$ cat src/include/smp_regs.vh
// constants for the external port and strap configuration block
// assumes a 200 MHz core clock
`ifndef SMP_REGS_VH
`define SMP_REGS_VH
// strap field positions in the captured strap word
`define SMP_STRAP_BKP_EN 0
`define SMP_STRAP_BKP_TYPE_LO 1
`define SMP_STRAP_BKP_TYPE_HI 2
`define SMP_STRAP_FLOW 3
`define SMP_STRAP_AGGR 4
`define SMP_STRAP_TEST 5
`define SMP_STRAP_W 6
// reset values of straps when nothing drives them (pull resistors)
`define SMP_STRAP_RESET 6'h19
// carrier-based backpressure code
`define SMP_BKP_CARRIER 2'h0
// fixed backoff figures
`define SMP_CARRIER_SENSE_BITS 7'h40
`define SMP_AGGR_MAX_SLOTS 4'h8
`define SMP_STD_MAX_SLOTS 11'h400
`define SMP_EXCESS_COLL 5'h10
// port clock divider: 200 MHz / 8 = 25 MHz
`define SMP_CLK_HALF_DIV 2'h3
`endif

$ cat src/verilog/smp_backoff.v
// backoff slot limiter with pseudo-random draw
// assumes attempt strobes come from the core clock domain
`timescale 1ns/1ps
`default_nettype none
module smp_backoff (
  input wire clock,
  input wire rst_n,
  input wire aggressive,
  input wire draw,
  input wire [4:0] attempt,
  output reg [10:0] slots
);
  reg [15:0] lfsr;
  reg [10:0] mask;
  always @* begin
    if (attempt >= 5'h0a)
      mask = 11'h3ff;
    else
      mask = (11'h001 << attempt) - 11'h001;
  end
  always @(posedge clock) begin
    if (!rst_n) begin
      lfsr <= 16'hace1;
      slots <= 11'h000;
    end else begin
      lfsr <= {lfsr[14:0], lfsr[15] ^ lfsr[13] ^ lfsr[12] ^ lfsr[10]};
      if (draw) begin
        if (aggressive)
          slots <= {7'h00, lfsr[3:0] & mask[3:0] & 4'h7};
        else
          slots <= lfsr[10:0] & mask;
      end
    end
  end
endmodule // smp_backoff
`default_nettype wire

$ cat src/verilog/smp_port.v
// external port 0 of the switch with strap capture
// assumes a 200 MHz clock; port clock made by division and driven out
`timescale 1ns/1ps
`default_nettype none
`include "smp_regs.vh"
module smp_port #(
  parameter BCAST_THRESHOLD = 8,
  parameter QCOUNT_W = 8
) (
  input wire clock,
  input wire rst_n,
  input wire external_port_enable,
  input wire serial_mode,
  input wire direct_led_mode,
  input wire broadcast_limit_enable,
  input wire excess_collision_drop,
  // strap pins, sampled as inputs
  input wire backpressure_enable_strap_in,
  input wire [1:0] backpressure_type_strap_in,
  input wire flow_strap_in,
  input wire aggressive_backoff_strap_in,
  input wire test_pass_strap_in,
  // shared pin drivers
  output reg eeprom_serial_clock,
  output wire eeprom_serial_clock_oe,
  input wire eeprom_data_in,
  output reg [3:0] port_rx_nibble,
  output wire [3:0] port_rx_nibble_oe,
  output reg port_rx_valid,
  output wire port_rx_valid_oe,
  output reg port_collision_out,
  output wire port_collision_out_oe,
  output reg port4_link_led,
  output wire port4_link_led_oe,
  output reg port5_link_led,
  output wire port5_link_led_oe,
  input wire port_tx_enable_in,
  input wire [3:0] port_tx_nibble,
  // core side
  input wire [3:0] core_rx_nibble,
  input wire core_rx_valid,
  input wire core_collision,
  input wire port4_link,
  input wire port5_link,
  output reg [3:0] core_tx_nibble,
  output reg core_tx_valid,
  output reg core_tx_strobe,
  input wire rx_is_broadcast,
  input wire rx_frame_start,
  input wire [QCOUNT_W-1:0] bcast_queued,
  output reg rx_drop,
  input wire tx_collision,
  input wire tx_frame_start,
  input wire carrier_sense,
  output reg tx_discard,
  output reg backoff_active,
  output reg backoff_carrier_seen,
  output wire backpressure_enable,
  output wire [1:0] backpressure_type,
  output wire backpressure_carrier,
  output wire flow_control_enable,
  output wire aggressive_backoff,
  output wire test_pass,
  output wire carrier_window_fixed
);
  // ==========================================
  // strap capture
  reg in_reset;
  reg [`SMP_STRAP_W-1:0] strap;
  wire [`SMP_STRAP_W-1:0] strap_pins;
  assign strap_pins = {test_pass_strap_in, aggressive_backoff_strap_in, flow_strap_in,
                       backpressure_type_strap_in, backpressure_enable_strap_in};
  always @(posedge clock) begin
    if (!rst_n) begin
      in_reset <= 1'b1;
    end else begin
      in_reset <= 1'b0;
    end
  end
  // catch at first edge after release, pins still inputs then
  always @(posedge clock) begin
    if (!rst_n)
      strap <= `SMP_STRAP_RESET;
    else if (in_reset)
      strap <= strap_pins;
  end
  assign backpressure_enable = strap[`SMP_STRAP_BKP_EN];
  assign backpressure_type = strap[`SMP_STRAP_BKP_TYPE_HI:`SMP_STRAP_BKP_TYPE_LO];
  // every backpressure type code gives carrier backpressure when enabled
  assign backpressure_carrier = backpressure_enable;
  assign flow_control_enable = strap[`SMP_STRAP_FLOW];
  assign aggressive_backoff = strap[`SMP_STRAP_AGGR];
  assign test_pass = strap[`SMP_STRAP_TEST];
  assign carrier_window_fixed = 1'b1;
  // ==========================================
  // pin direction
  wire port_on;
  assign port_on = external_port_enable & ~in_reset;
  assign eeprom_serial_clock_oe = port_on;
  assign port_rx_nibble_oe = serial_mode ? {3'h0, port_on} : {4{port_on}};
  assign port_rx_valid_oe = port_on;
  assign port_collision_out_oe = port_on & ~serial_mode;
  assign port4_link_led_oe = direct_led_mode & ~in_reset;
  assign port5_link_led_oe = direct_led_mode & ~in_reset;
  // ==========================================
  // port clock generation
  reg [1:0] div;
  reg clk_rise;
  reg clk_fall;
  always @(posedge clock) begin
    if (!rst_n) begin
      div <= 2'h0;
      eeprom_serial_clock <= 1'b0;
      clk_rise <= 1'b0;
      clk_fall <= 1'b0;
    end else begin
      clk_rise <= 1'b0;
      clk_fall <= 1'b0;
      if (div == `SMP_CLK_HALF_DIV) begin
        div <= 2'h0;
        eeprom_serial_clock <= ~eeprom_serial_clock;
        clk_rise <= ~eeprom_serial_clock;
        clk_fall <= eeprom_serial_clock;
      end else begin
        div <= div + 2'h1;
      end
    end
  end
  // ==========================================
  // receive toward partner, launched at falling edge
  always @(posedge clock) begin
    if (!rst_n) begin
      port_rx_nibble <= 4'h0;
      port_rx_valid <= 1'b0;
      port_collision_out <= 1'b0;
      port4_link_led <= 1'b0;
      port5_link_led <= 1'b0;
    end else begin
      port4_link_led <= port4_link;
      port5_link_led <= port5_link;
      if (clk_fall) begin
        port_rx_valid <= core_rx_valid;
        port_collision_out <= core_collision;
        if (serial_mode)
          port_rx_nibble <= {3'h0, core_rx_nibble[0]};
        else
          port_rx_nibble <= core_rx_nibble;
      end
    end
  end
  // ==========================================
  // transmit from partner, sampled at rising edge
  wire tx_en_s;
  wire [3:0] tx_d_s;
  smp_sync2 u_sync_en (.clock(clock), .rst_n(rst_n), .din(port_tx_enable_in), .dout(tx_en_s));
  genvar gi;
  generate
    for (gi = 0; gi < 4; gi = gi + 1) begin : g_txd
      smp_sync2 u_sync_d (.clock(clock), .rst_n(rst_n), .din(port_tx_nibble[gi]),
                          .dout(tx_d_s[gi]));
    end
  endgenerate
  always @(posedge clock) begin
    if (!rst_n) begin
      core_tx_nibble <= 4'h0;
      core_tx_valid <= 1'b0;
      core_tx_strobe <= 1'b0;
    end else begin
      core_tx_strobe <= 1'b0;
      if (clk_rise & port_on) begin
        core_tx_valid <= tx_en_s;
        core_tx_strobe <= tx_en_s;
        core_tx_nibble <= serial_mode ? {3'h0, tx_d_s[0]} : tx_d_s;
      end
    end
  end
  // ==========================================
  // broadcast storm limit
  always @(posedge clock) begin
    if (!rst_n)
      rx_drop <= 1'b0;
    else if (rx_frame_start)
      rx_drop <= broadcast_limit_enable & rx_is_broadcast &
                 (bcast_queued > BCAST_THRESHOLD[QCOUNT_W-1:0]);
  end
  // ==========================================
  // collision count and backoff
  localparam ST_IDLE = 2'h0;
  localparam ST_BACKOFF = 2'h1;
  localparam ST_SENSE = 2'h2;
  reg [1:0] state;
  reg [4:0] attempts;
  reg [10:0] slot_left;
  reg [9:0] slot_timer;
  reg [6:0] sense_bits;
  reg draw;
  wire [10:0] slots;
  smp_backoff u_backoff (.clock(clock), .rst_n(rst_n), .aggressive(aggressive_backoff),
                         .draw(draw), .attempt(attempts), .slots(slots));
  // one bit time at 100M is 2 cycles of the 200 MHz core clock
  always @(posedge clock) begin
    if (!rst_n) begin
      state <= ST_IDLE;
      attempts <= 5'h00;
      slot_left <= 11'h000;
      slot_timer <= 10'h000;
      sense_bits <= 7'h00;
      draw <= 1'b0;
      tx_discard <= 1'b0;
      backoff_active <= 1'b0;
      backoff_carrier_seen <= 1'b0;
    end else begin
      draw <= 1'b0;
      tx_discard <= 1'b0;
      case (state)
        ST_IDLE: begin
          backoff_active <= 1'b0;
          if (tx_frame_start & ~tx_collision)
            attempts <= 5'h00;
          if (tx_collision) begin
            if (excess_collision_drop & (attempts + 5'h01 == `SMP_EXCESS_COLL)) begin
              tx_discard <= 1'b1;
              attempts <= 5'h00;
            end else begin
              // without drop, keep retrying and saturate count
              if (attempts != 5'h1f)
                attempts <= attempts + 5'h01;
              draw <= 1'b1;
              state <= ST_BACKOFF;
              backoff_active <= 1'b1;
              slot_timer <= 10'h000;
            end
          end
        end
        ST_BACKOFF: begin
          if (draw)
            slot_left <= 11'h000;
          else if (slot_left == 11'h000 && slot_timer == 10'h000 && !draw) begin
            slot_left <= slots;
            slot_timer <= 10'h3ff;
            if (slots == 11'h000) begin
              state <= ST_SENSE;
              sense_bits <= 7'h00;
            end
          end else if (slot_timer != 10'h000) begin
            slot_timer <= slot_timer - 10'h001;
          end else begin
            slot_left <= slot_left - 11'h001;
            slot_timer <= 10'h3ff;
            if (slot_left == 11'h001) begin
              state <= ST_SENSE;
              sense_bits <= 7'h00;
            end
          end
        end
        ST_SENSE: begin
          if (clk_rise) begin
            sense_bits <= sense_bits + 7'h01;
            backoff_carrier_seen <= carrier_sense;
            if (sense_bits + 7'h01 == `SMP_CARRIER_SENSE_BITS) begin
              state <= ST_IDLE;
              backoff_active <= 1'b0;
            end
          end
        end
        default: state <= ST_IDLE;
      endcase
    end
  end
endmodule // smp_port
`default_nettype wire

$ cat src/verilog/smp_sync2.v
// two-flop synchroniser for one level
// assumes the input is asynchronous to clock
`timescale 1ns/1ps
`default_nettype none
module smp_sync2 (
  input wire clock,
  input wire rst_n,
  input wire din,
  output reg dout
);
  reg stage1;
  always @(posedge clock) begin
    if (!rst_n) begin
      stage1 <= 1'b0;
      dout <= 1'b0;
    end else begin
      stage1 <= din;
      dout <= stage1;
    end
  end
endmodule // smp_sync2
`default_nettype wire
$ cat config.mk
export PLATFORM = sky130hd
export DESIGN_NAME = smp_port
export DESIGN_NICKNAME = d
export VERILOG_FILES = /design/src/verilog/smp_backoff.v /design/src/verilog/smp_port.v /design/src/verilog/smp_sync2.v
export VERILOG_INCLUDE_DIRS = /design/src /design/src/include
export SDC_FILE = /design/constraint.sdc
export NUM_CORES = 1
export LEC_CHECK = 0
export BUFFER_PORTS_ARGS = -buffer_cell sky130_fd_sc_hd__buf_2
export CAP_MARGIN = 20
export CORE_ASPECT_RATIO = 0.5
export CORE_UTILIZATION = 36
export CTS_CLUSTER_DIAMETER = 50
export DETAILED_ROUTE_END_ITERATION = 8
export MAX_ROUTING_LAYER = met4
export PLACE_DENSITY = 0.56
export SYNTH_ARGS = -nofsm -noshare
export SYNTH_HDL_FRONTEND = slang
export SYNTH_HIERARCHICAL = 1
export SYNTH_SLANG_ARGS = --single-unit
$ cat constraint.sdc
create_clock -name clock -period 2.6 [get_ports clock]
set_input_delay 0.13 -clock clock [delete_from_list [all_inputs] [get_ports clock]]
set_output_delay 0.13 -clock clock [all_outputs]
set_load 0.1 [all_outputs]
==> flow_summary.toml <==
[worst_setup_path]
cp.arrival_ns = 2.72
timing.rr.end = "sense_bits[4]"
r2r_slack_ns = 0.12
critPathKind = "reg -> reg"
setup.worst_path.end_class = "register"
worstSetupStartpointType = "register"
reg2reg_from = "slot_timer[0]"
required_ns = 2.84
r2r_cells = 7
critPathMaxFanout = 6

[global_route]
gr-usage-all-layers_pct = 17.5
overflow = 0
grt_max_degree = 41
grt_pass1_wl_mm = 17.6
grt_pass1_vias = 3487
antenna_found_initial = 0

[yosys]
yosysSeqAreaShare_pct = 44.3
syn_area_sq_um = 4660
yosysWarnings = 6
syn_area_per_cell_sq_um = 8.91
synth_nets = 573
synthFlopType = "dfxtp_1"
ys_async_sr_fraction_pct = 0
synth_cell_types = 70
synth-edff-count = 0
ys_ff_latch = 103
synthCells = 523

[detailed_routing]
drc_errors = 0
wirelength_mm = 10.9
first_iter_violations = 288
drtPass1Iterations = 4
drtAntennaViolNets = 0
wl_per_cell_um = 14.2
avgViaCountPerCell = 5.14
num_vias = 3954

[sta]
holdWs_ns = 0.00847
hold_viol_final = 0
relSlewSlack_pct = 59.1
finalCritPeriodShare_pct = 95.2
max_clock_freq_ghz = 0.404
finalMaxSlewViolations = 0
skew_ns = 0.00536
fin_setup_tns_ns = 0
rsz0062_at_grt = "false"
worst_slew_pin_slew_ns = 0.608
period_minus_slack_ns = 2.48
setup_viol = 0

[floorplan]
rows = 28
ioPinCount = 76
core_area_sq_um = 12200
die_height_um = 82.4
die_area_sq_um = 13400
die_x_um = 163
start_util_pct = 38.2

[placement]
port_buffers = 73
gp_congestion = 0.809
post-dp-hpwl_mm = 7.75
dpl-instance-area_sq_um = 5170

[power]
power_leakage_nw = 2.32
p_total_mw = 6.13
peakVddDrop_mv = 0.441
p_per_area_nw_per_um2 = 1100

[layout]
nets = 649
diodes = 0
final_common_cell = "dfxtp_1"
most-common-layout-cells = "dfxtp_1 (103), buf_2 (73), nand2_1 (48)"
drive_gt1_share_pct = 19.9
final_area_sq_um = 5560
area_growth_pct = 19.4

[clock_network]
clk_latency_ns = 0.35
h-tree-depth = 3
postCtsSetupBuffers = 0
cts-root-buf = "clkbuf_16"
cts-buffers-inserted = 9
cts.sinks = 103
cts_buffer_depth = 2
clk_pin_slew_ns = 0.07
cts_tree = "yes"

[status]
status = "finished, final reports clean"

[worst_hold_path]
hold_depth = 3
worstHoldStart = "core_rx_nibble[1]"
hold_path.class = "in -> reg"
min_to = "port_rx_nibble[1]"

[flow_run]
max-cap-violations = 0
power breakdown:
group,switching [mW],internal [mW],total [mW],leakage (nW)
clock network,0.631,0.723,1.35,0.147
logic,1.67,1.09,2.76,1.33
registers,0.228,1.79,2.01,0.842
total,2.53,3.60,6.13,2.32
worst max path at each step:
| stage | startpoint | end | slack, ns | cells past startpoint |
|---|---|---|---|---|
| final | slot_timer[0] | sense_bits[4] | 0.12 | 7 |
| after CTS | slot_timer[0] | sense_bits[4] | 0.06 | 7 |
| after detailed placement | slot_timer[0] | sense_bits[5] | 0.08 | 7 |
| after global routing | slot_timer[0] | sense_bits[4] | 0.0009 | 7 |
| after global placement | slot_timer[0] | sense_bits[5] | 0.12 | 7 |
| after floorplan | in_reset | port5_link_led_oe | 0.04 | 3 |
flip-flops by register name (all words and copies together), names as in the netlist, 2 cells and up:
name / flops
attempts: 5
core_tx_nibble: 4
div: 2
g_txd.u_sync_d/dout: 4
g_txd.u_sync_d/stage1: 4
port_rx_nibble: 4
sense_bits: 7
slot_left: 11
slot_timer: 10
state: 2
strap: 6
u_backoff/lfsr: 16
u_backoff/slots: 11
worst max-delay path, stage by stage (launching register included):
cell and delay [ns]:
dfxtp_1 0.33, inv_1 0.06, ha_1 0.18, or4b_4 0.50, or3_4 0.44, a2111oi_4 0.35, nor3_1 0.18, a211o_1 0.32
synthesized netlist by cell type (7+ instances only):
| library cell | number | area (sq um) |
|---|---|---|
| nor2_1 | 44 | 165 |
| ha_1 | 10 | 125 |
| o21ai_0 | 7 | 35.0 |
| a21oi_1 | 33 | 165 |
| nor4_1 | 10 | 62.6 |
| and3_1 | 8 | 50.1 |
| inv_1 | 10 | 37.5 |
| nor3b_1 | 7 | 52.6 |
| nand2_1 | 48 | 180 |
| clkbuf_1 | 13 | 48.8 |
| nand2b_1 | 17 | 106 |
| and2_1 | 24 | 150 |
| nor2b_1 | 11 | 68.8 |
| nand3_1 | 19 | 95.1 |
| dfxtp_1 | 103 | 2060 |
| mux2i_1 | 14 | 140 |
| nor3_1 | 18 | 90.1 |
| a31oi_1 | 10 | 62.6 |
| buf_4 | 10 | 75.1 |
per-layer routing:
layer	vias up	global-route usage, %	routed length [um]
met5	-	-	0
met4	0	4.77	113
met3	11	4.65	494
met2	87	25.5	4520
met1	1841	23.7	5780
li1	2015	-	-
per-stage QoR:
stage	util [%]	setup slack [ns]	instances
finish	45.6	0.125	769
global route	45.6	0.000945	769
CTS	45.6	0.0647	769
detailed placement	42.4	0.0828	744
global placement	42.4	0.122	744
floorplan	-	0.0384	523
layout make-up:
class	count	area, sq um
well taps	165	206
clock buffers	11	253
fillers	1210	6630
clock inverters	5	47.5
multi-input cells	377	2380
flip-flops and latches	103	2060
inverters	11	41.3
repair buffers	97	568
cells by family after synthesis:
logic type      share of synthesized area (%)
xor+xnor                                 1.50
simple gates                             27.5
compound gates                           16.0
fa+ha+maj                                2.69
other cells                            0.0805
flops                                    44.3
mux                                      3.01
buf+inv                                  4.97
timing repair:
action                                  CTS  global route
endpoints found under the hold margin     9             0
hold buffers                              9             0
endpoints found under the setup margin    0             6
resized for setup                         0             1
Power figures use the tool's default switching activity.
